### config.mk
export PLATFORM = sky130hd
export DESIGN_NAME = flmc_top
export DESIGN_NICKNAME = d
export VERILOG_FILES = /design/src/flmc_pkg.sv /design/src/flmc_top.sv
export SDC_FILE = /design/constraint.sdc
export NUM_CORES = 1
export LEC_CHECK = 0
export ABC_AREA = 0
export BUFFER_PORTS_ARGS = -buffer_cell sky130_fd_sc_hd__buf_2
export CORE_UTILIZATION = 55
export DETAILED_ROUTE_END_ITERATION = 10
export PLACE_DENSITY = 0.74
export SYNTH_ARGS = -nofsm -noshare
export SYNTH_HDL_FRONTEND = slang
export SYNTH_SLANG_ARGS = --single-unit
### constraint.sdc
create_clock -name pclk -period 9.9 [get_ports pclk]
set_clock_uncertainty 0.1 [all_clocks]
set_input_delay 1.485 -clock pclk [delete_from_list [all_inputs] [get_ports pclk]]
set_output_delay 1.485 -clock pclk [all_outputs]
set_load 0.05 [all_outputs]
### src/flmc_pkg.sv
// Constants, types and tone arithmetic for the FSK line modem control block
// Operation
// - Eight carriers from 60 kHz to 132.5 kHz, exactly one in use.
// - Symbol rate of 600, 1200, 2400 or 4800 baud, one rate for both directions.
// - Shared host line carries receive interrupt, or raw modem receive in bypass.
// - In bypass, transmit, direction and detect go to host port pins, receive to the shared host line.
// - In full operation all modem signals go to the access controller only.
// - Deviation one: one at carrier minus baud/2, zero at carrier plus baud/2.
// - Deviation half: one at carrier minus baud/4, zero at carrier plus baud/4.
// - Two modem instances, so transmit and receive deviation are set independently.
// - Output-stage bit one drives the switched transistor stage.
// - Output-stage bit zero uses the direct resistor-array outputs.
// - Mode field selects manual or automatic carrier-detect threshold.
// - Manual mode: level below threshold means busy, above means free.
// - Read-errors bit loads counts into window; write-threshold bit loads manual threshold.
// - Automatic mode: hardware adjusts threshold from false and missed counts.
// - Decision runs every decision-period value times 2^16 clock cycles.
// - Each run polls counters; threshold changes only if one exceeds the limit.
// - In manual mode the counters clear once they have been read.
// - 24-bit values pass through three byte registers, highest holds most significant.
// - Three-bit field: 000 is 60 kHz up to 111, 132.5 kHz, the default.
// - Transmit and receive deviation bits: clear is one, set is half.
package flmc_pkg;
    localparam int          ADDR_W      = 18;
    localparam logic [15:0] IDX_CTRL    = 16'hFE10;
    localparam logic [15:0] IDX_TH2     = 16'hFE11;
    localparam logic [15:0] IDX_TH1     = 16'hFE12;
    localparam logic [15:0] IDX_TH0     = 16'hFE13;
    localparam logic [15:0] IDX_FREQ    = 16'hFE16;
    localparam logic [15:0] IDX_CONFIG  = 16'hFE17;
    localparam logic [15:0] IDX_MODE    = 16'hFE48;
    localparam logic [15:0] IDX_PERIOD  = 16'hFE49;
    localparam logic [15:0] IDX_ERRLIM  = 16'hFE4A;
    localparam logic [15:0] IDX_BAUD    = 16'hFE60;
    localparam logic [15:0] IDX_BYPASS  = 16'hFE61;
    localparam logic [15:0] IDX_STATUS  = 16'hFE62;
    localparam logic [2:0]  RST_FREQ    = 3'h7;
    localparam logic [7:0]  RST_CONFIG  = 8'h06;
    localparam logic [7:0]  RST_MODE    = 8'h01;
    localparam logic [7:0]  RST_PERIOD  = 8'h20;
    localparam logic [7:0]  RST_ERRLIM  = 8'h0F;
    localparam int          CFG_RECEIVE_DEVIATION_BIT  = 6;
    localparam int          CFG_TRANSMIT_DEVIATION_BIT  = 5;
    localparam int          CFG_HBRIDGE = 3;
    localparam int          CFG_TR      = 2;
    localparam int          CTL_RDERR   = 4;
    localparam int          CTL_RDATH   = 3;
    localparam int          CTL_RDMTH   = 2;
    localparam int          CTL_WRITE_THRESHOLD_BIT   = 1;
    localparam int          CTL_RDPEAK  = 0;
    localparam int          MODE_AUTO   = 0;
    localparam int          DECISION_SHIFT = 16;

    typedef enum logic [1:0] {
        BAUD_600  = 2'h0,
        BAUD_1200 = 2'h1,
        BAUD_2400 = 2'h2,
        BAUD_4800 = 2'h3
    } flmc_baud_t;

    localparam flmc_baud_t RST_BAUD = BAUD_2400;

    typedef enum logic [1:0] {
        ST_COUNT  = 2'h1,
        ST_DECIDE = 2'h2
    } flmc_state_t;

    typedef struct packed {
        logic [2:0] freq;
        flmc_baud_t baud;
        logic       transmit_deviation_bit;
        logic       receive_deviation_bit;
        logic       tr;
        logic       hbridge;
        logic       auto_mode;
        logic       bypass;
    } flmc_cfg_t;

    function automatic logic [17:0] carrier_hz(input logic [2:0] f);
        case (f)
            3'h0:    carrier_hz = 18'h0EA60;
            3'h1:    carrier_hz = 18'h101D0;
            3'h2:    carrier_hz = 18'h11940;
            3'h3:    carrier_hz = 18'h128E0;
            3'h4:    carrier_hz = 18'h14082;
            3'h5:    carrier_hz = 18'h14FF0;
            3'h6:    carrier_hz = 18'h1ADB0;
            default: carrier_hz = 18'h20594;
        endcase
    endfunction

    function automatic logic [17:0] baud_hz(input flmc_baud_t b);
        case (b)
            BAUD_600:  baud_hz = 18'h00258;
            BAUD_1200: baud_hz = 18'h004B0;
            BAUD_2400: baud_hz = 18'h00960;
            default:   baud_hz = 18'h012C0;
        endcase
    endfunction

    // Mark sits below the carrier, space above
    function automatic logic [17:0] tone_hz(input logic [17:0] car, input logic [17:0] bd,
                                            input logic half, input logic mark);
        logic [17:0] off;
        off = half ? (bd >> 2) : (bd >> 1);
        tone_hz = mark ? car - off : car + off;
    endfunction
endpackage

### src/flmc_top.sv
// FSK line modem control: APB registers, tone selection, routing, carrier detect
//
// Register access over APB and the placing of the registers are this design's own decisions.
`timescale 1ns/1ns
module flmc_top #(
    parameter int          TICK_SHIFT   = flmc_pkg::DECISION_SHIFT,
    parameter logic [23:0] AUTO_TH_INIT = 24'h100000,
    parameter logic [23:0] TH_STEP      = 24'h000100
) (
    input  wire logic                        pclk,
    input  wire logic                        presetn,
    input  wire logic                        psel,
    input  wire logic                        penable,
    input  wire logic                        pwrite,
    input  wire logic [flmc_pkg::ADDR_W-1:0] paddr,
    input  wire logic [31:0]                 pwdata,
    output logic      [31:0]                 prdata,
    output logic                             pready,
    output logic                             pslverr,
    input  wire logic [23:0]                 rx_level,
    input  wire logic [23:0]                 peak_level,
    input  wire logic                        false_det,
    input  wire logic                        missed_det,
    input  wire logic                        success_det,
    input  wire logic                        modem_rx_pin,
    output logic                             modem_tx_data,
    output logic                             direction_select,
    input  wire logic                        mac_tx_data,
    input  wire logic                        mac_dir,
    input  wire logic                        mac_rx_irq,
    output logic                             mac_rx_data,
    output logic                             mac_carrier_detect,
    input  wire logic                        host_port_bit_one,
    input  wire logic                        host_port_bit_two,
    output logic                             host_port_bit_zero,
    output logic                             shared_host_input_line,
    output logic      [17:0]                 tx_tone_hz,
    output logic      [17:0]                 rx_mark_hz,
    output logic      [17:0]                 rx_space_hz,
    output logic                             transistor_stage_en,
    output logic                             resistor_array_en,
    output logic                             full_bridge_en,
    output logic                             carrier_detect
);
    localparam int CNT_W = TICK_SHIFT + 8;

    if (TICK_SHIFT < 1 || TICK_SHIFT > 20)
    begin : g_bad_shift
        $error("flmc_top: TICK_SHIFT out of range");
    end

    // Register state
    logic [2:0]             freq_q;
    logic [7:0]             config_q;
    logic [7:0]             mode_q;
    logic [7:0]             period_q;
    logic [7:0]             errlim_q;
    flmc_pkg::flmc_baud_t   baud_q;
    logic                   bypass_q;
    logic [23:0]            window_q;
    logic [23:0]            mth_q;
    logic [23:0]            ath_q;
    logic [7:0]             false_cnt_q;
    logic [7:0]             missed_cnt_q;
    logic [7:0]             success_cnt_q;
    logic [31:0]            prdata_q;
    logic                   slverr_q;
    logic                   cd_q;
    logic [17:0]            tx_tone_q;
    logic [17:0]            rx_mark_q;
    logic [17:0]            rx_space_q;
    logic [CNT_W-1:0]       tick_q;
    flmc_pkg::flmc_state_t  state_q;
    logic [1:0]             rx_sync_q;
    logic [1:0]             htx_sync_q;
    logic [1:0]             hdir_sync_q;
    flmc_pkg::flmc_cfg_t    cfg;

    // APB decode
    wire [15:0] idx     = paddr[flmc_pkg::ADDR_W-1:2];
    wire        setup   = psel && !penable;
    wire        wr      = psel && penable && pwrite;
    wire        hit_ctl = idx == flmc_pkg::IDX_CTRL;
    wire        hit_th2 = idx == flmc_pkg::IDX_TH2;
    wire        hit_th1 = idx == flmc_pkg::IDX_TH1;
    wire        hit_th0 = idx == flmc_pkg::IDX_TH0;
    wire        hit_frq = idx == flmc_pkg::IDX_FREQ;
    wire        hit_cfg = idx == flmc_pkg::IDX_CONFIG;
    wire        hit_mod = idx == flmc_pkg::IDX_MODE;
    wire        hit_per = idx == flmc_pkg::IDX_PERIOD;
    wire        hit_lim = idx == flmc_pkg::IDX_ERRLIM;
    wire        hit_bd  = idx == flmc_pkg::IDX_BAUD;
    wire        hit_byp = idx == flmc_pkg::IDX_BYPASS;
    wire        hit_st  = idx == flmc_pkg::IDX_STATUS;
    wire        mapped  = hit_ctl || hit_th2 || hit_th1 || hit_th0 || hit_frq || hit_cfg
                          || hit_mod || hit_per || hit_lim || hit_bd || hit_byp || hit_st;
    wire        wr_ok   = wr && mapped;

    // Action strobes of the control register; they act once and read back as zero
    wire        do_write_threshold_bit = wr_ok && hit_ctl && pwdata[flmc_pkg::CTL_WRITE_THRESHOLD_BIT];
    wire        do_rderr = wr_ok && hit_ctl && pwdata[flmc_pkg::CTL_RDERR];
    wire        do_rdath = wr_ok && hit_ctl && pwdata[flmc_pkg::CTL_RDATH];
    wire        do_rdmth = wr_ok && hit_ctl && pwdata[flmc_pkg::CTL_RDMTH];
    wire        do_rdpk  = wr_ok && hit_ctl && pwdata[flmc_pkg::CTL_RDPEAK];

    assign cfg.freq      = freq_q;
    assign cfg.baud      = baud_q;
    assign cfg.transmit_deviation_bit    = config_q[flmc_pkg::CFG_TRANSMIT_DEVIATION_BIT];
    assign cfg.receive_deviation_bit    = config_q[flmc_pkg::CFG_RECEIVE_DEVIATION_BIT];
    assign cfg.tr        = config_q[flmc_pkg::CFG_TR];
    assign cfg.hbridge   = config_q[flmc_pkg::CFG_HBRIDGE];
    assign cfg.auto_mode = mode_q[flmc_pkg::MODE_AUTO];
    assign cfg.bypass    = bypass_q;

    // Read mux, captured in the setup phase so prdata is a flop
    wire [7:0]  status_b = {5'h00, cfg.bypass, cfg.auto_mode, cd_q};
    wire [31:0] rd_mux   = hit_th2 ? {24'h000000, window_q[23:16]} :
                           hit_th1 ? {24'h000000, window_q[15:8]}  :
                           hit_th0 ? {24'h000000, window_q[7:0]}   :
                           hit_frq ? {29'h00000000, freq_q}        :
                           hit_cfg ? {24'h000000, config_q}        :
                           hit_mod ? {24'h000000, mode_q}          :
                           hit_per ? {24'h000000, period_q}        :
                           hit_lim ? {24'h000000, errlim_q}        :
                           hit_bd  ? {30'h00000000, baud_q}        :
                           hit_byp ? {31'h00000000, bypass_q}      :
                           hit_st  ? {24'h000000, status_b}        : 32'h00000000;

    always_ff @(posedge pclk or negedge presetn)
    begin
        if (!presetn)
        begin
            prdata_q <= 32'h00000000;
            slverr_q <= 1'b0;
        end
        else if (setup)
        begin
            prdata_q <= pwrite ? 32'h00000000 : rd_mux;
            slverr_q <= !mapped;
        end
    end

    assign pready  = psel && penable;
    assign prdata  = prdata_q;
    assign pslverr = slverr_q;

    // Plain configuration registers
    always_ff @(posedge pclk or negedge presetn)
    begin
        if (!presetn)
        begin
            freq_q   <= flmc_pkg::RST_FREQ;
            config_q <= flmc_pkg::RST_CONFIG;
            mode_q   <= flmc_pkg::RST_MODE;
            period_q <= flmc_pkg::RST_PERIOD;
            errlim_q <= flmc_pkg::RST_ERRLIM;
            baud_q   <= flmc_pkg::RST_BAUD;
            bypass_q <= 1'b0;
        end
        else if (wr_ok)
        begin
            if (hit_frq)
                freq_q <= pwdata[2:0];
            else if (hit_cfg)
                config_q <= pwdata[7:0];
            else if (hit_mod)
                mode_q <= pwdata[7:0];
            else if (hit_per)
                period_q <= pwdata[7:0];
            else if (hit_lim)
                errlim_q <= pwdata[7:0];
            else if (hit_bd)
                baud_q <= flmc_pkg::flmc_baud_t'(pwdata[1:0]);
            else if (hit_byp)
                bypass_q <= pwdata[0];
        end
    end

    // Threshold window: byte writes, or loads from the control strobes
    always_ff @(posedge pclk or negedge presetn)
    begin
        if (!presetn)
            window_q <= 24'h000000;
        else if (do_rderr)
            window_q <= {false_cnt_q, missed_cnt_q, success_cnt_q};
        else if (do_rdath)
            window_q <= ath_q;
        else if (do_rdmth)
            window_q <= mth_q;
        else if (do_rdpk)
            window_q <= peak_level;
        else if (wr_ok && hit_th2)
            window_q[23:16] <= pwdata[7:0];
        else if (wr_ok && hit_th1)
            window_q[15:8] <= pwdata[7:0];
        else if (wr_ok && hit_th0)
            window_q[7:0] <= pwdata[7:0];
    end

    always_ff @(posedge pclk or negedge presetn)
    begin
        if (!presetn)
            mth_q <= 24'h000000;
        else if (do_write_threshold_bit)
            mth_q <= window_q;
    end

    // Detection counters saturate; an event in the clearing cycle survives
    wire decide   = state_q == flmc_pkg::ST_DECIDE;
    wire clr_cnt  = (do_rderr && !cfg.auto_mode) || (decide && cfg.auto_mode);

    function automatic logic [7:0] cnt_next(input logic [7:0] c, input logic clr,
                                            input logic ev);
        logic [7:0] base;
        base = clr ? 8'h00 : c;
        cnt_next = (ev && base != 8'hFF) ? base + 8'h01 : base;
    endfunction

    always_ff @(posedge pclk or negedge presetn)
    begin
        if (!presetn)
        begin
            false_cnt_q   <= 8'h00;
            missed_cnt_q  <= 8'h00;
            success_cnt_q <= 8'h00;
        end
        else
        begin
            false_cnt_q   <= cnt_next(false_cnt_q, clr_cnt, false_det);
            missed_cnt_q  <= cnt_next(missed_cnt_q, clr_cnt, missed_det);
            success_cnt_q <= cnt_next(success_cnt_q, clr_cnt, success_det);
        end
    end

    // Decision timer: period register times 2^TICK_SHIFT cycles; zero stops the decision runs
    wire [CNT_W-1:0] tick_end = {period_q, {TICK_SHIFT{1'b0}}};
    wire             tick_hit = cfg.auto_mode && period_q != 8'h00
                                && tick_q == tick_end - 1'b1;

    always_ff @(posedge pclk or negedge presetn)
    begin
        if (!presetn)
            tick_q <= '0;
        else if (tick_hit || !cfg.auto_mode)
            tick_q <= '0;
        else
            tick_q <= tick_q + 1'b1;
    end

    always_ff @(posedge pclk or negedge presetn)
    begin
        if (!presetn)
            state_q <= flmc_pkg::ST_COUNT;
        else
        begin
            case (state_q)
                flmc_pkg::ST_COUNT:
                    state_q <= tick_hit ? flmc_pkg::ST_DECIDE : flmc_pkg::ST_COUNT;
                default:
                    state_q <= flmc_pkg::ST_COUNT;
            endcase
        end
    end

    // Too many false hits: lower the threshold; too many misses: raise it
    wire too_false  = false_cnt_q > errlim_q;
    wire too_missed = missed_cnt_q > errlim_q;
    wire ath_dn_ok  = ath_q >= TH_STEP;
    wire ath_up_ok  = ath_q <= 24'hFFFFFF - TH_STEP;

    always_ff @(posedge pclk or negedge presetn)
    begin
        if (!presetn)
            ath_q <= AUTO_TH_INIT;
        else if (decide && cfg.auto_mode)
        begin
            if (too_false && !too_missed && ath_dn_ok)
                ath_q <= ath_q - TH_STEP;
            else if (too_missed && !too_false && ath_up_ok)
                ath_q <= ath_q + TH_STEP;
        end
    end

    // Level below threshold means carrier present
    wire [23:0] th_used = cfg.auto_mode ? ath_q : mth_q;
    wire        busy    = rx_level < th_used;

    always_ff @(posedge pclk or negedge presetn)
    begin
        if (!presetn)
            cd_q <= 1'b0;
        else
            cd_q <= busy;
    end

    // Two modem instances: transmit and receive deviation are independent
    wire [17:0] car_hz = flmc_pkg::carrier_hz(cfg.freq);
    wire [17:0] bd_hz  = flmc_pkg::baud_hz(cfg.baud);

    always_ff @(posedge pclk or negedge presetn)
    begin
        if (!presetn)
        begin
            tx_tone_q  <= 18'h00000;
            rx_mark_q  <= 18'h00000;
            rx_space_q <= 18'h00000;
        end
        else
        begin
            tx_tone_q  <= flmc_pkg::tone_hz(car_hz, bd_hz, cfg.transmit_deviation_bit, modem_tx_data);
            rx_mark_q  <= flmc_pkg::tone_hz(car_hz, bd_hz, cfg.receive_deviation_bit, 1'b1);
            rx_space_q <= flmc_pkg::tone_hz(car_hz, bd_hz, cfg.receive_deviation_bit, 1'b0);
        end
    end

    assign tx_tone_hz  = tx_tone_q;
    assign rx_mark_hz  = rx_mark_q;
    assign rx_space_hz = rx_space_q;

    assign transistor_stage_en = cfg.tr;
    assign resistor_array_en   = !cfg.tr;
    assign full_bridge_en      = cfg.tr && cfg.hbridge;

    // Pin synchronisers
    always_ff @(posedge pclk or negedge presetn)
    begin
        if (!presetn)
        begin
            rx_sync_q   <= 2'h0;
            htx_sync_q  <= 2'h0;
            hdir_sync_q <= 2'h0;
        end
        else
        begin
            rx_sync_q   <= {rx_sync_q[0], modem_rx_pin};
            htx_sync_q  <= {htx_sync_q[0], host_port_bit_one};
            hdir_sync_q <= {hdir_sync_q[0], host_port_bit_two};
        end
    end

    // Routing between modem, access controller and host pins
    assign modem_tx_data      = cfg.bypass ? htx_sync_q[1] : mac_tx_data;
    assign direction_select   = cfg.bypass ? hdir_sync_q[1] : mac_dir;
    assign host_port_bit_zero = cfg.bypass && cd_q;
    assign mac_carrier_detect = !cfg.bypass && cd_q;
    assign mac_rx_data        = !cfg.bypass && rx_sync_q[1];
    assign shared_host_input_line = cfg.bypass ? rx_sync_q[1] : mac_rx_irq;
    assign carrier_detect     = cd_q;

    // Checks
    cd_level_a: assert property (@(posedge pclk) disable iff (!presetn)
        busy |=> carrier_detect)
        else $error("carrier detect missed a low level");
    cd_free_a: assert property (@(posedge pclk) disable iff (!presetn)
        !busy |=> !carrier_detect)
        else $error("carrier detect set at a high level");
    full_route_a: assert property (@(posedge pclk) disable iff (!presetn)
        !cfg.bypass |-> !host_port_bit_zero && modem_tx_data == mac_tx_data)
        else $error("modem signal reached host in full operation");
    shared_line_a: assert property (@(posedge pclk) disable iff (!presetn)
        !cfg.bypass |-> shared_host_input_line == mac_rx_irq)
        else $error("shared line not carrying receive interrupt");
    rx_dev_a: assert property (@(posedge pclk) disable iff (!presetn)
        !cfg.receive_deviation_bit |=> rx_space_hz - rx_mark_hz == $past(bd_hz))
        else $error("receive tone spacing wrong for deviation one");
    tx_dev_a: assert property (@(posedge pclk) disable iff (!presetn)
        cfg.transmit_deviation_bit && modem_tx_data |=> $past(car_hz) - tx_tone_hz == ($past(bd_hz) >> 2))
        else $error("transmit mark tone wrong for deviation half");
    stage_sel_a: assert property (@(posedge pclk) disable iff (!presetn)
        transistor_stage_en != resistor_array_en)
        else $error("output stages not exclusive");
    ath_hold_a: assert property (@(posedge pclk) disable iff (!presetn)
        decide && !too_false && !too_missed |=> $stable(ath_q))
        else $error("auto threshold changed within limit");
    run_period_a: assert property (@(posedge pclk) disable iff (!presetn)
        $rose(decide) |-> $past(tick_q) == tick_end - 1'b1)
        else $error("decision run off its period");
    err_clear_a: assert property (@(posedge pclk) disable iff (!presetn)
        do_rderr && !cfg.auto_mode && !false_det |=> false_cnt_q == 8'h00)
        else $error("false count not cleared after read");
    thr_load_a: assert property (@(posedge pclk) disable iff (!presetn)
        do_write_threshold_bit |=> mth_q == $past(window_q))
        else $error("manual threshold not loaded");

    cov_decide_c: cover property (@(posedge pclk) disable iff (!presetn)
        decide && too_false);
    cov_bypass_c: cover property (@(posedge pclk) disable iff (!presetn)
        cfg.bypass && host_port_bit_zero);
    cov_rderr_c: cover property (@(posedge pclk) disable iff (!presetn)
        do_rderr && !cfg.auto_mode);
endmodule

==> summary.md, run 1 <==
| Metric | Value |
|---|---|
| Critical-path cell list | buf_2 -> or3b_1 -> nor4_1 -> and2_1 -> nand3_1 -> o21ai_0 -> o211ai_1 -> o21ai_0 -> o21ai_2 |
| CP Max Fanout | 26 |
| Detailed Route Iter0 Violations | a little under 1000 |
| Final wirelength | ~37 mm |
| Final Hold Violating Endpoints | 0 |
| Sw Ratio | between 20% and 30% |
| Post-Synth XOR/XNOR Area | 6.03% |
| Number of global-route vias before repair | 11165 |
| Fin crit period | 4.68 ns |
| Post-synth top area share | 36.6% |
| Sequential cell area fraction in the yosys report | 39.3% |
| CP max stage delay | slightly below 0.9 ns |
| TritonCTS buffer count | 24 |
| GP Congestion | 0.931 |
| Switching Power | ~0.64 mW |
| Pleak | between 7 and 8 nW |
| RSZ-0062 raised after global routing | no |
| P per Cell Area | 145 nW/um^2 |
| DRC | 0 |
| Buf/Inv on CP | 1 |
| Combinational Power Share | 14.5% |
| Slew headroom | 19.0% |
| Initial antenna violation count | 2 |
| Yosys cell types | 77 |
| Vias/cell | around 6 |
| CP max-delay cell | nand3_1 |
| Core area | 24600 sq um |
| Mapped Area | roughly 14000 sq um |
| H-tree Lvls | 1 |
| # rows | 57 |
| CP Data Required Time | between 10 and 15 ns |
| Peak supply drop | 0.135 mV |
| Total gr overflow | 0 |
| FF-to-FF End | rx_mark_hz[14]$_DFF_PN0_ |
| Main combinational cell family by area after synthesis | simple AND/OR/NAND/NOR gates |
| Hold WC Path Type | reg2reg |
| Post-synthesis adder-cell area fraction | 8.01% |
| Final ANT Viol Nets | 0 |
| TritonCTS clock tree | built |
| Post-synthesis compound-gate area fraction | between 15 and 20% |
| Post-CTS Setup Repair Bufs | 0 |
| Area occupied by multi-input gates | 7770 sq um |
| Fraction of layout cells with a size suffix above 1 | between 10% and 20% |
| Port Buf Inserts | between 150 and 200 |
| Setup CP Type | in2reg |
| Status | finished, final reports clean |
| Worst hold stages | 0 |
| Seq pwr share | between 40% and 50% |
| Routed vias | about 12000 |
| Placed cell area | about 15000 sq um |
| HP Start | htx_sync_q[0]$_DFF_PN0_ |
| Pin count of the biggest net entering global routing | between 80 and 90 |
| Die Ht | 161 um |
| Crit path top cell by count | o21ai_0 |
| Drt pass-1 iters | 5 |
| FF+latch count, synth | 218 |
| Number of I/O pins | 210 |
| # setup viols final | 0 |
| Initial Utilization | a little under three fifths |
| P&R area growth vs syn | 11.4% |
| R2r setup slk | roughly 5.5 ns |
| Top cells by count, synth | 204 x dfrtp_1, 146 x nor2_1, 117 x nand2_1 |
| Setup crit end kind | flop |
| Clock Pin Slew Worst Setup and Hold Paths | about 0.06 ns |
| Worst hold slack | 0.249 ns |
| Die ar. | approximately 26000 sq um |
| PostCTS Resize Cnt | 0 |
| CTS Root Cell | clkbuf_16 |
| WP data arrival | 4.96 ns |
| Power share of the clock group | 40.8% |
| Count leader, synth | dfrtp_1 |
| Fin nets | about 1800 |
| Synth Area in Simple Gates | between 10% and 20% |
| Core Util, Final | a little over three fifths |
| Num Clock Sinks | 218 |
| WL/cell | 18.8 um |
| Mux contribution to synthesized area | between 7 and 8% |
| Post-Layout Inst Area | around 16000 sq um |
| Reg2reg path depth | 12 |
| Area leader, netlist | dfrtp_1 |
| First-pass GRT wire length | between 50 and 60 mm |
| Top cells by area, synth | dfrtp_1 37%, ha_1 7.7%, mux2_2 5.0% |
| Clk_lat worst skew | roughly 0.53 ns |
| Syn Area/Cell | 9.21 sq um |
| Main synth FF type | dfrtp_1 |
| Internal | about 1.6 mW |
| Hold_buf cts | 0 |
| FILL cells | roughly 2100 |
| Setup TNS | 0 ns |
| Worst-Margin Slew | around 1.2 ns |
| Fin crit share | a little under half |
| Hold path endpoint | htx_sync_q[1]$_DFF_PN0_ |
| Synth Instances | 1513 |
| Slew Viols, Final | 0 |
| Die width | approximately 160 um |
| Storage element area | ~5500 sq um |
| Post-Place Cells | 1918 |
| Maximum root-to-sink buffer count | 3 |
| Largest delay contributor family on the critical path | simple AND/OR/NAND/NOR gates |
| Startpoint of the worst register-to-register path | freq_q[2]$_DFFE_PN1P_ |
| F_max | roughly 210 MHz |
| Post-synth EDFFs | 0 |
| Ys async rst share | 100% |
| Finished Layout Cells | around 2000 |
| Hpwl dp | 27.0 mm |
| Number of synthesis warnings | 0 |
| Number of max-cap violations | 0 |
| All-Layer GR Usage | 28.6% |
| CP Launch Type | input pin |
==> cell families (layout without fill, tap and decap cells) <==
kind of cell | count (synthesis) | in the layout
AND/OR/NAND/NOR | 489 | 489
AO/OA/AOI/OAI | 355 | 355
flip-flops | 218 | 218
buffers and inverters | 167 | 266
multiplexers | 99 | 99
XOR/XNOR | 96 | 96
adder cells (fa/ha/maj) | 88 | 88
other | 1 | 28
==> layout make-up <==
type	count	area share, %
Antenna cell	1	0.0161
Clock buffer	36	4.62
Clock inverter	8	0.597
Inverter	62	1.50
Multi-Input combinational cell	1154	50.1
Sequential cell	218	35.3
Tap cell	324	2.61
Timing Repair Buffer	160	5.29
==> power groups by stage <==
stage	sequential [mW]	combinational [mW]	clock (mW)
after global placement	1.01	0.312	0
after global routing	1.01	0.364	0.962
final	1.00	0.325	0.916
after detailed placement	1.02	0.323	0
after CTS	1.00	0.325	0.925
after floorplan	1.01	0.219	0
==> layer usage <==
layer,vias up,global-route usage (%),part of all wire (%)
met3,111,4.16,7.3
met5,-,0,0
li1,5497,-,-
met2,485,46.3,46
met1,5700,38.5,42
met4,0,12.1,4.5
==> worst max path at each step <==
stage	start	end	slack, ns	depth (start not counted)
3_5_place_dp	paddr[7]	window_q[10]$_DFFE_PN0P_	4.90	9
5_1_grt	paddr[7]	window_q[21]$_DFFE_PN0P_	5.04	9
3_3_place_gp	paddr[5]	window_q[20]$_DFFE_PN0P_	4.94	10
4_1_cts	paddr[7]	window_q[10]$_DFFE_PN0P_	5.44	9
6_report	paddr[7]	window_q[10]$_DFFE_PN0P_	5.22	9
2_1_floorplan	mac_tx_data	tx_tone_hz[17]$_DFF_PN0_	5.74	14
==> worst reg2reg max path: stages (launching register included) <==
cell and delay (ns):
dfstp_2 0.72, inv_1 0.28, nor2_1 0.95, ha_1 0.41, o21bai_1 0.19, o2111ai_1 0.15
a21oi_1 0.21, o21ai_0 0.11, nand2b_1 0.14, a41oi_1 0.18, a21oi_1 0.47, a211oi_1 0.18
a21o_1 0.19
==> metrics by stage <==
| stage | worst slack (ns) | power (mW) |
|---|---|---|
| after floorplan | 5.74 | 1.23 |
| after global placement | 4.94 | 1.32 |
| after detailed placement | 4.90 | 1.34 |
| after CTS | 5.44 | 2.25 |
| after global routing | 5.04 | 2.34 |
| final | 5.22 | 2.24 |
==> placed cells by master, fill, tap and decap left out, types with 6 or more instances in the layout <==
cell type	count
a211oi_1	13
a21o_1	17
a21oi_1	115
a221o_1	6
a221oi_1	6
a22oi_1	14
a31oi_1	7
and2_1	12
and3_1	19
buf_2	155
clkbuf_1	6
clkbuf_16	25
conb_1	27
dfrtp_1	204
dfstp_2	14
ha_1	86
inv_1	61
mux2_2	62
mux2i_1	36
nand2_1	117
nand2b_1	24
nand3_1	41
nand4_1	12
nor2_1	146
nor2b_1	33
nor3_1	27
nor4_1	10
o211ai_1	11
o21a_1	15
o21ai_0	73
o21ai_1	11
o21ai_2	11
o21bai_1	7
o221ai_1	11
o22ai_1	9
or2_2	8
or3_1	6
xnor2_1	70
xor2_1	26
==> registers in the layout (all words and copies together) (netlist names), 16 cells and up <==
register,cells
ath_q,16
tick_q,24
rx_space_hz,16
tx_tone_hz,17
window_q,24
mth_q,24
rx_mark_hz,17
Power figures use the tool's default switching activity.
==> run 2, diff against run 1 <==
==> constraint.sdc (replaced) <==
create_clock -name pclk -period 4.4 [get_ports pclk]
set_clock_uncertainty 0.1 [all_clocks]
set_input_delay 0.66 -clock pclk [delete_from_list [all_inputs] [get_ports pclk]]
set_output_delay 0.66 -clock pclk [all_outputs]
set_load 0.05 [all_outputs]
==> summary.md, run 2 (same netlist as run 1, synthesis figures left out) <==
| Metric | Value |
|---|---|
| Setup TNS | 0 ns (unchanged) |
| Fraction of layout cells with a size suffix above 1 | 19.7% (+1.0 points) |
| Met3 wire length | 2.87 mm (+6.3%) |
| Fin crit period | 4.01 ns |
| Critical-path cell list | nand2_1 -> nor2_1 -> ha_1 -> o21bai_1 -> o2111ai_1 -> a21oi_1 -> o21ai_0 -> nand2b_1 -> a41oi_1 -> a21oi_1 -> a211oi_1 -> a21o_1 |
| CTS Root Cell | clkbuf_16 |
| PostCTS Resize Cnt | 0 (unchanged) |
| Number of I/O pins | 210 (unchanged) |
| Pleak | 7.16 nW (+1.1%) |
| Initial antenna violation count | 2 (unchanged) |
| Number of max-cap violations | 0 (unchanged) |
| DR top layer | met4 |
| CP max-delay cell | dfstp_2 |
| Hold_buf cts | 0 (unchanged) |
| Drt pass-1 iters | 6 (+1) |
| Clk_lat worst skew | 0.52 ns (about the same) |
| Slew Viols, Final | 0 (unchanged) |
| DRC | 0 (unchanged) |
| Sw Ratio | 28.8% (+0.38 points) |
| DR WL met2 | 17.1 mm (+0.52%) |
| Status | finished, final reports clean |
| CP Launch Type | flop |
| Power share of the clock group | 41.4% (+0.6 points) |
| Fin nets | 1835 (+0.82%) |
| Reg2reg path depth | 12 (unchanged) |
| TritonCTS buffer count | 24 (unchanged) |
| Combinational Power Share | 14.5% (about the same) |
| Final Hold Violating Endpoints | 0 (unchanged) |
| CP max stage delay | 0.73 ns (-0.15 ns) |
| H-tree Lvls | 1 (unchanged) |
| Port Buf Inserts | 156 (unchanged) |
| Total gr overflow | 0 (unchanged) |
| Die Ht | 161 um (unchanged) |
| CP Max Fanout | 16 (-38%) |
| TritonCTS clock tree | built |
| Initial Utilization | 56.6% (unchanged) |
| Routed length on met1 | 16.0 mm (+3.2%) |
| Post-CTS Setup Repair Bufs | 0 (unchanged) |
| Slew headroom | 31.5% (+12 points) |
| P&R area growth vs syn | 12.4% |
| Final worst slack | 0.385 ns (-4.84 ns) |
| Routed vias | 11834 (+0.35%) |
| Die width | 161 um (unchanged) |
| Hpwl dp | 27.7 mm (+2.5%) |
| CP Data Required Time | 4.72 ns (-5.46 ns) |
| RSZ-0062 raised after global routing | no |
| P per Cell Area | 327 nW/um^2 (+130%) |
| Internal | 3.64 mW (+130%) |
| F_max | roughly 250 MHz |
| WP data arrival | 4.33 ns (-0.63 ns) |
| Leading cell types in the layout, fill and taps excluded | 204 x dfrtp_1, 155 x buf_2, 146 x nor2_1 |
| Startpoint of the worst register-to-register path | freq_q[0]$_DFFE_PN1P_ |
| Top flop regs | mth_q: 24 flops, tick_q: 24 flops, window_q: 24 flops |
| Crit path top cell by count | a21oi_1 |
| Detailed Route Iter0 Violations | 957 (-1.9%) |
| Setup CP Type | reg2reg |
| R2r setup slk | 0.39 ns (-5.14 ns) |
| Setup crit end kind | flop |
| FF-to-FF End | rx_mark_hz[14]$_DFF_PN0_ |
| Placement Setup Slack | 0.484 ns (-4.42 ns) |
| # setup viols final | 0 (unchanged) |
| Number of global-route vias before repair | 11295 (+1.2%) |
| WL/cell | 19.1 um (+1.5%) |
| Clock Pin Slew Worst Setup and Hold Paths | 0.06 ns (about the same) |
| Fin crit share | roughly nine tenths |
| Core area | 24600 sq um (unchanged) |
| All-Layer GR Usage | 29.1% (+0.42 points) |
| Switching Power | 1.48 mW (+130%) |
| Vias/cell | 5.99 (-0.36%) |
| Pin count of the biggest net entering global routing | 135 (+67%) |
| First-pass GRT wire length | 59.9 mm (+1.4%) |
| ANT cells | 0 (-1) |
| Worst-Margin Slew | 1.03 ns (-0.178 ns) |
| Maximum root-to-sink buffer count | 3 (unchanged) |
| Die ar. | 26000 sq um (unchanged) |
| Leading cell type in the layout, fill and taps excluded | dfrtp_1 |
| Final ANT Viol Nets | 0 (unchanged) |
| Num Clock Sinks | 218 (unchanged) |
| Final wirelength | 37.7 mm (+2.2%) |
| GP Congestion | 0.924 (-0.77%) |
| Hold WC Path Type | in2async |
| # rows | 57 (unchanged) |
| Seq pwr share | 44.1% (-0.6 points) |
| Peak supply drop | 0.418 mV (+210%) |
-- run 2: changes by cell type in the layout (fill, tap and decap cells not counted), moves of 2 or more --
cell / previous run / this run
clkbuf_8: 5 / 3
clkinv_4: 0 / 2
clkbuf_1: 6 / 0
buf_4: 4 / 19
clkinvlp_4: 1 / 6
-- run 2: layout make-up --
| class | count | area [sq um] |
|---|---|---|
| repair buffers | 175 | 933 |
| fillers | 2110 | 8940 |
| clock buffers | 28 | 667 |
| inverters | 62 | 233 |
| clock inverters | 16 | 178 |
| multi-input cells | 1154 | 7770 |
| flip-flops and latches | 218 | 5470 |
| well taps | 324 | 405 |
-- run 2: worst max-delay path: cells and delay by family (launching register included) --
| kind | cells | cell delay, ns |
|---|---|---|
| AOI/OAI and AO/OA | 8 | 1.74 |
| and+or+nand+nor | 3 | 0.94 |
| DFF | 1 | 0.73 |
| adders and majority gates | 1 | 0.37 |
-- run 2: per-layer routing --
layer | vias up | GRT usage, %
li1 | 5532 | -
met1 | 5665 | 39.7
met2 | 525 | 46.5
met3 | 112 | 4.11
met4 | 0 | 12.0
met5 | - | 0
-- run 2: how the worst max path moves through the flow --
stage                           from                  endpoint  slack [ns]  cells after the start
3_5_place_dp   baud_q[1]$_DFFE_PN1P_  tx_tone_hz[17]$_DFF_PN0_        0.48                     16
4_1_cts        baud_q[1]$_DFFE_PN1P_  tx_tone_hz[17]$_DFF_PN0_        0.44                     16
2_1_floorplan  baud_q[1]$_DFFE_PN1P_  tx_tone_hz[17]$_DFF_PN0_        0.94                     18
5_1_grt        baud_q[1]$_DFFE_PN1P_  tx_tone_hz[16]$_DFF_PN0_        0.10                     14
3_3_place_gp             mac_tx_data  tx_tone_hz[17]$_DFF_PN0_        0.54                     16
6_report       freq_q[0]$_DFFE_PN1P_  rx_mark_hz[14]$_DFF_PN0_        0.39                     12
-- run 2: power by group through the flow --
stage / Combinational, mW / Clock, mW / Sequential, mW
after floorplan: 0.492 / 0 / 2.27
after global placement: 0.705 / 0 / 2.28
after detailed placement: 0.733 / 0 / 2.29
after CTS: 0.738 / 2.14 / 2.25
after global routing: 0.822 / 2.22 / 2.27
final: 0.740 / 2.12 / 2.26
-- run 2: metrics by stage --
step                      cell area (sq um)  power [mW]  utilization [%]  hold slack (ns)  instances
after CTS                             15700        5.14             63.6            0.126       1977
final                                 15700        5.12             63.6            0.134       1977
after global routing                  15700        5.31             63.6            0.130       1977
after global placement                14800        2.99             60.2            0.232       1933
after detailed placement              14800        3.02             60.2            0.236       1933
after floorplan                       14000        2.76                -            0.231       1539
==> run 3, diff against run 2 <==
--- a/config.mk
+++ b/config.mk
@@ -6,10 +6,11 @@
 export NUM_CORES = 1
 export LEC_CHECK = 0
 export ABC_AREA = 0
-export BUFFER_PORTS_ARGS = -buffer_cell sky130_fd_sc_hd__buf_2
+export BUFFER_PORTS_ARGS = -buffer_cell sky130_fd_sc_hd__clkbuf_2
 export CORE_UTILIZATION = 55
 export DETAILED_ROUTE_END_ITERATION = 10
 export PLACE_DENSITY = 0.74
+export SKIP_LAST_GASP = 1
 export SYNTH_ARGS = -nofsm -noshare
 export SYNTH_HDL_FRONTEND = slang
 export SYNTH_SLANG_ARGS = --single-unit
==> summary.md, run 3 (same netlist as run 1, synthesis figures left out) <==
| Metric | Value |
|---|---|
| Peak supply drop | 0.281 mV (-33%) |
| Final ANT Viol Nets | 0 (unchanged) |
| GP Congestion | 0.928 (+0.47%) |
| Worst hold slack | 0.111 ns (-0.0228 ns) |
| Hold_buf cts | 0 (unchanged) |
| Initial Utilization | 56.6% (unchanged) |
| Post-CTS Setup Repair Bufs | 0 (unchanged) |
| Post-Layout Inst Area | 15700 sq um (about the same) |
| Clk_lat worst skew | 0.53 ns (about the same) |
| Storage element area | 5470 sq um (unchanged) |
| Placed cell area | 14900 sq um (+0.24%) |
| # setup viols final | 0 (unchanged) |
| CTS Root Cell | clkbuf_16 |
| Fin nets | 1839 (+0.22%) |
| WP data arrival | 4.33 ns (about the same) |
| CP max stage delay | 0.55 ns (-0.18 ns) |
| P per Cell Area | 320 nW/um^2 (-2.0%) |
| Setup TNS | 0 ns (unchanged) |
| Number of max-cap violations | 0 (unchanged) |
| Port Buf Inserts | 156 (unchanged) |
| PostCTS Resize Cnt | 0 (unchanged) |
| Fraction of layout cells with a size suffix above 1 | 19.6% (-0.12 points) |
| Core area | 24600 sq um (unchanged) |
| TritonCTS clock tree | built |
| Crit path from | baud_q[1]$_DFFE_PN1P_ |
| Setup crit end kind | flop |
| Fin crit share | 90.4% (-0.84 points) |
| Num Clock Sinks | 218 (unchanged) |
| Clock Pin Slew Worst Setup and Hold Paths | 0.06 ns (about the same) |
| First-pass GRT wire length | 59.1 mm (-1.4%) |
| CP Max Fanout | 11 (-5) |
| Largest delay contributor family on the critical path | compound AO/OA/AOI/OAI gates |
| Final Hold Violating Endpoints | 0 (unchanged) |
| Startpoint of the worst register-to-register path | baud_q[1]$_DFFE_PN1P_ |
| Worst-Margin Slew | 1.01 ns (-0.0131 ns) |
| Final wirelength | 36.9 mm (-2.1%) |
| DRC | 0 (unchanged) |
| Finished Layout Cells | 1982 (+0.25%) |
| Number of global-route vias before repair | 11082 (-1.9%) |
| Hpwl dp | 27.4 mm (-0.87%) |
| Top flop regs | mth_q: 24 flops, tick_q: 24 flops, window_q: 24 flops |
| H-tree Lvls | 1 (unchanged) |
| Status | finished, final reports clean |
| Number of I/O pins | 210 (unchanged) |
| RSZ-0062 raised after global routing | no |
| Slew headroom | 32.4% (+0.87 points) |
| F_max | 251 MHz (+0.93%) |
| P&R area growth vs syn | 12.4% (about the same) |
| Pin count of the biggest net entering global routing | 132 (-2.2%) |
| Post-Place Cells | 1936 (+0.16%) |
| Final worst slack | 0.422 ns (+0.0370 ns) |
| Maximum root-to-sink buffer count | 3 (unchanged) |
| ANT cells | 0 (unchanged) |
| Detailed Route Iter0 Violations | 936 (-2.2%) |
| Routed vias | 11703 (-1.1%) |
| # rows | 57 (unchanged) |
| Initial antenna violation count | 0 (-2) |
| Hold WC Path Type | in2async |
| Placement Setup Slack | 0.524 ns (+0.0406 ns) |
| Leading cell types in the layout, fill and taps excluded | 204 x dfrtp_1, 155 x clkbuf_2, 146 x nor2_1 |
| TritonCTS buffer count | 25 (+4.2%) |
| FILL cells | 2055 (-2.6%) |
| Drt pass-1 iters | 5 (-1) |
| Total gr overflow | 0 (unchanged) |
| Die ar. | 26000 sq um (unchanged) |
| Slew Viols, Final | 0 (unchanged) |
| CP Data Required Time | 4.75 ns (+0.03 ns) |
| Die width | 161 um (unchanged) |
| Leading cell type in the layout, fill and taps excluded | dfrtp_1 |
| Critical-path cell list | inv_1 -> ha_1 -> o21bai_1 -> mux2_2 -> a31oi_1 -> xnor2_1 -> ha_1 -> a21oi_1 -> o31a_1 -> o21ai_0 -> nor4_1 -> o21ai_0 -> o211ai_1 -> xnor2_1 |
| Setup CP Type | reg2reg |
| CP max-delay cell | dfstp_2 |
| Buf/Inv on CP | 1 (+1) |
| Pleak | 7.21 nW (+0.60%) |
| Die Ht | 161 um (unchanged) |
| Area occupied by multi-input gates | 7770 sq um (unchanged) |
| Fin crit period | 3.98 ns (-0.0370 ns) |
| WL/cell | 18.6 um (-2.4%) |
| All-Layer GR Usage | 28.7% (-0.35 points) |
| Vias/cell | 5.90 (-1.4%) |
| CP Launch Type | flop |
[run 3: power by group]
part / total, mW / internal [mW] / switching, mW
registers: 2.25 / 2.11 / 0.147
clock network: 2.03 / 1.21 / 0.823
logic: 0.732 / 0.272 / 0.461
total: 5.01 / 3.58 / 1.43
[run 3: final timing paths]
kind                                            endpoint  slack [ns]  cells after the start
worst min-delay path                 tick_q[9]$_DFF_PN0_        0.11                      1
worst max register to register  tx_tone_hz[16]$_DFF_PN0_        0.42                     14
max in group asynchronous        tx_tone_hz[7]$_DFF_PN0_        3.04                      2
min in group pclk                htx_sync_q[0]$_DFF_PN0_        0.14                      1
worst min register to register   htx_sync_q[1]$_DFF_PN0_        0.25                      0
worst max-delay path            tx_tone_hz[16]$_DFF_PN0_        0.42                     14
[run 3: layout make-up]
class | instances | area share (%)
repair buffers | 178 | 6.18
clock buffers | 37 | 4.67
flip-flops and latches | 218 | 34.9
inverters | 62 | 1.49
multi-input cells | 1154 | 49.6
well taps | 324 | 2.59
clock inverters | 9 | 0.495
[run 3: per-stage QoR]
stage	utilization [%]	power, mW
after floorplan	-	2.76
after global placement	60.4	2.98
after detailed placement	60.4	3.01
after CTS	63.6	5.05
after global routing	63.6	5.24
final	63.6	5.01
[run 3: metal layers]
layer,vias to the layer above,wire (um),global-route usage (%)
met5,-,0,0
met4,0,1310,10.0
met3,87,2730,4.75
met2,499,17200,46.3
met1,5583,15700,39.2
li1,5534,-,-
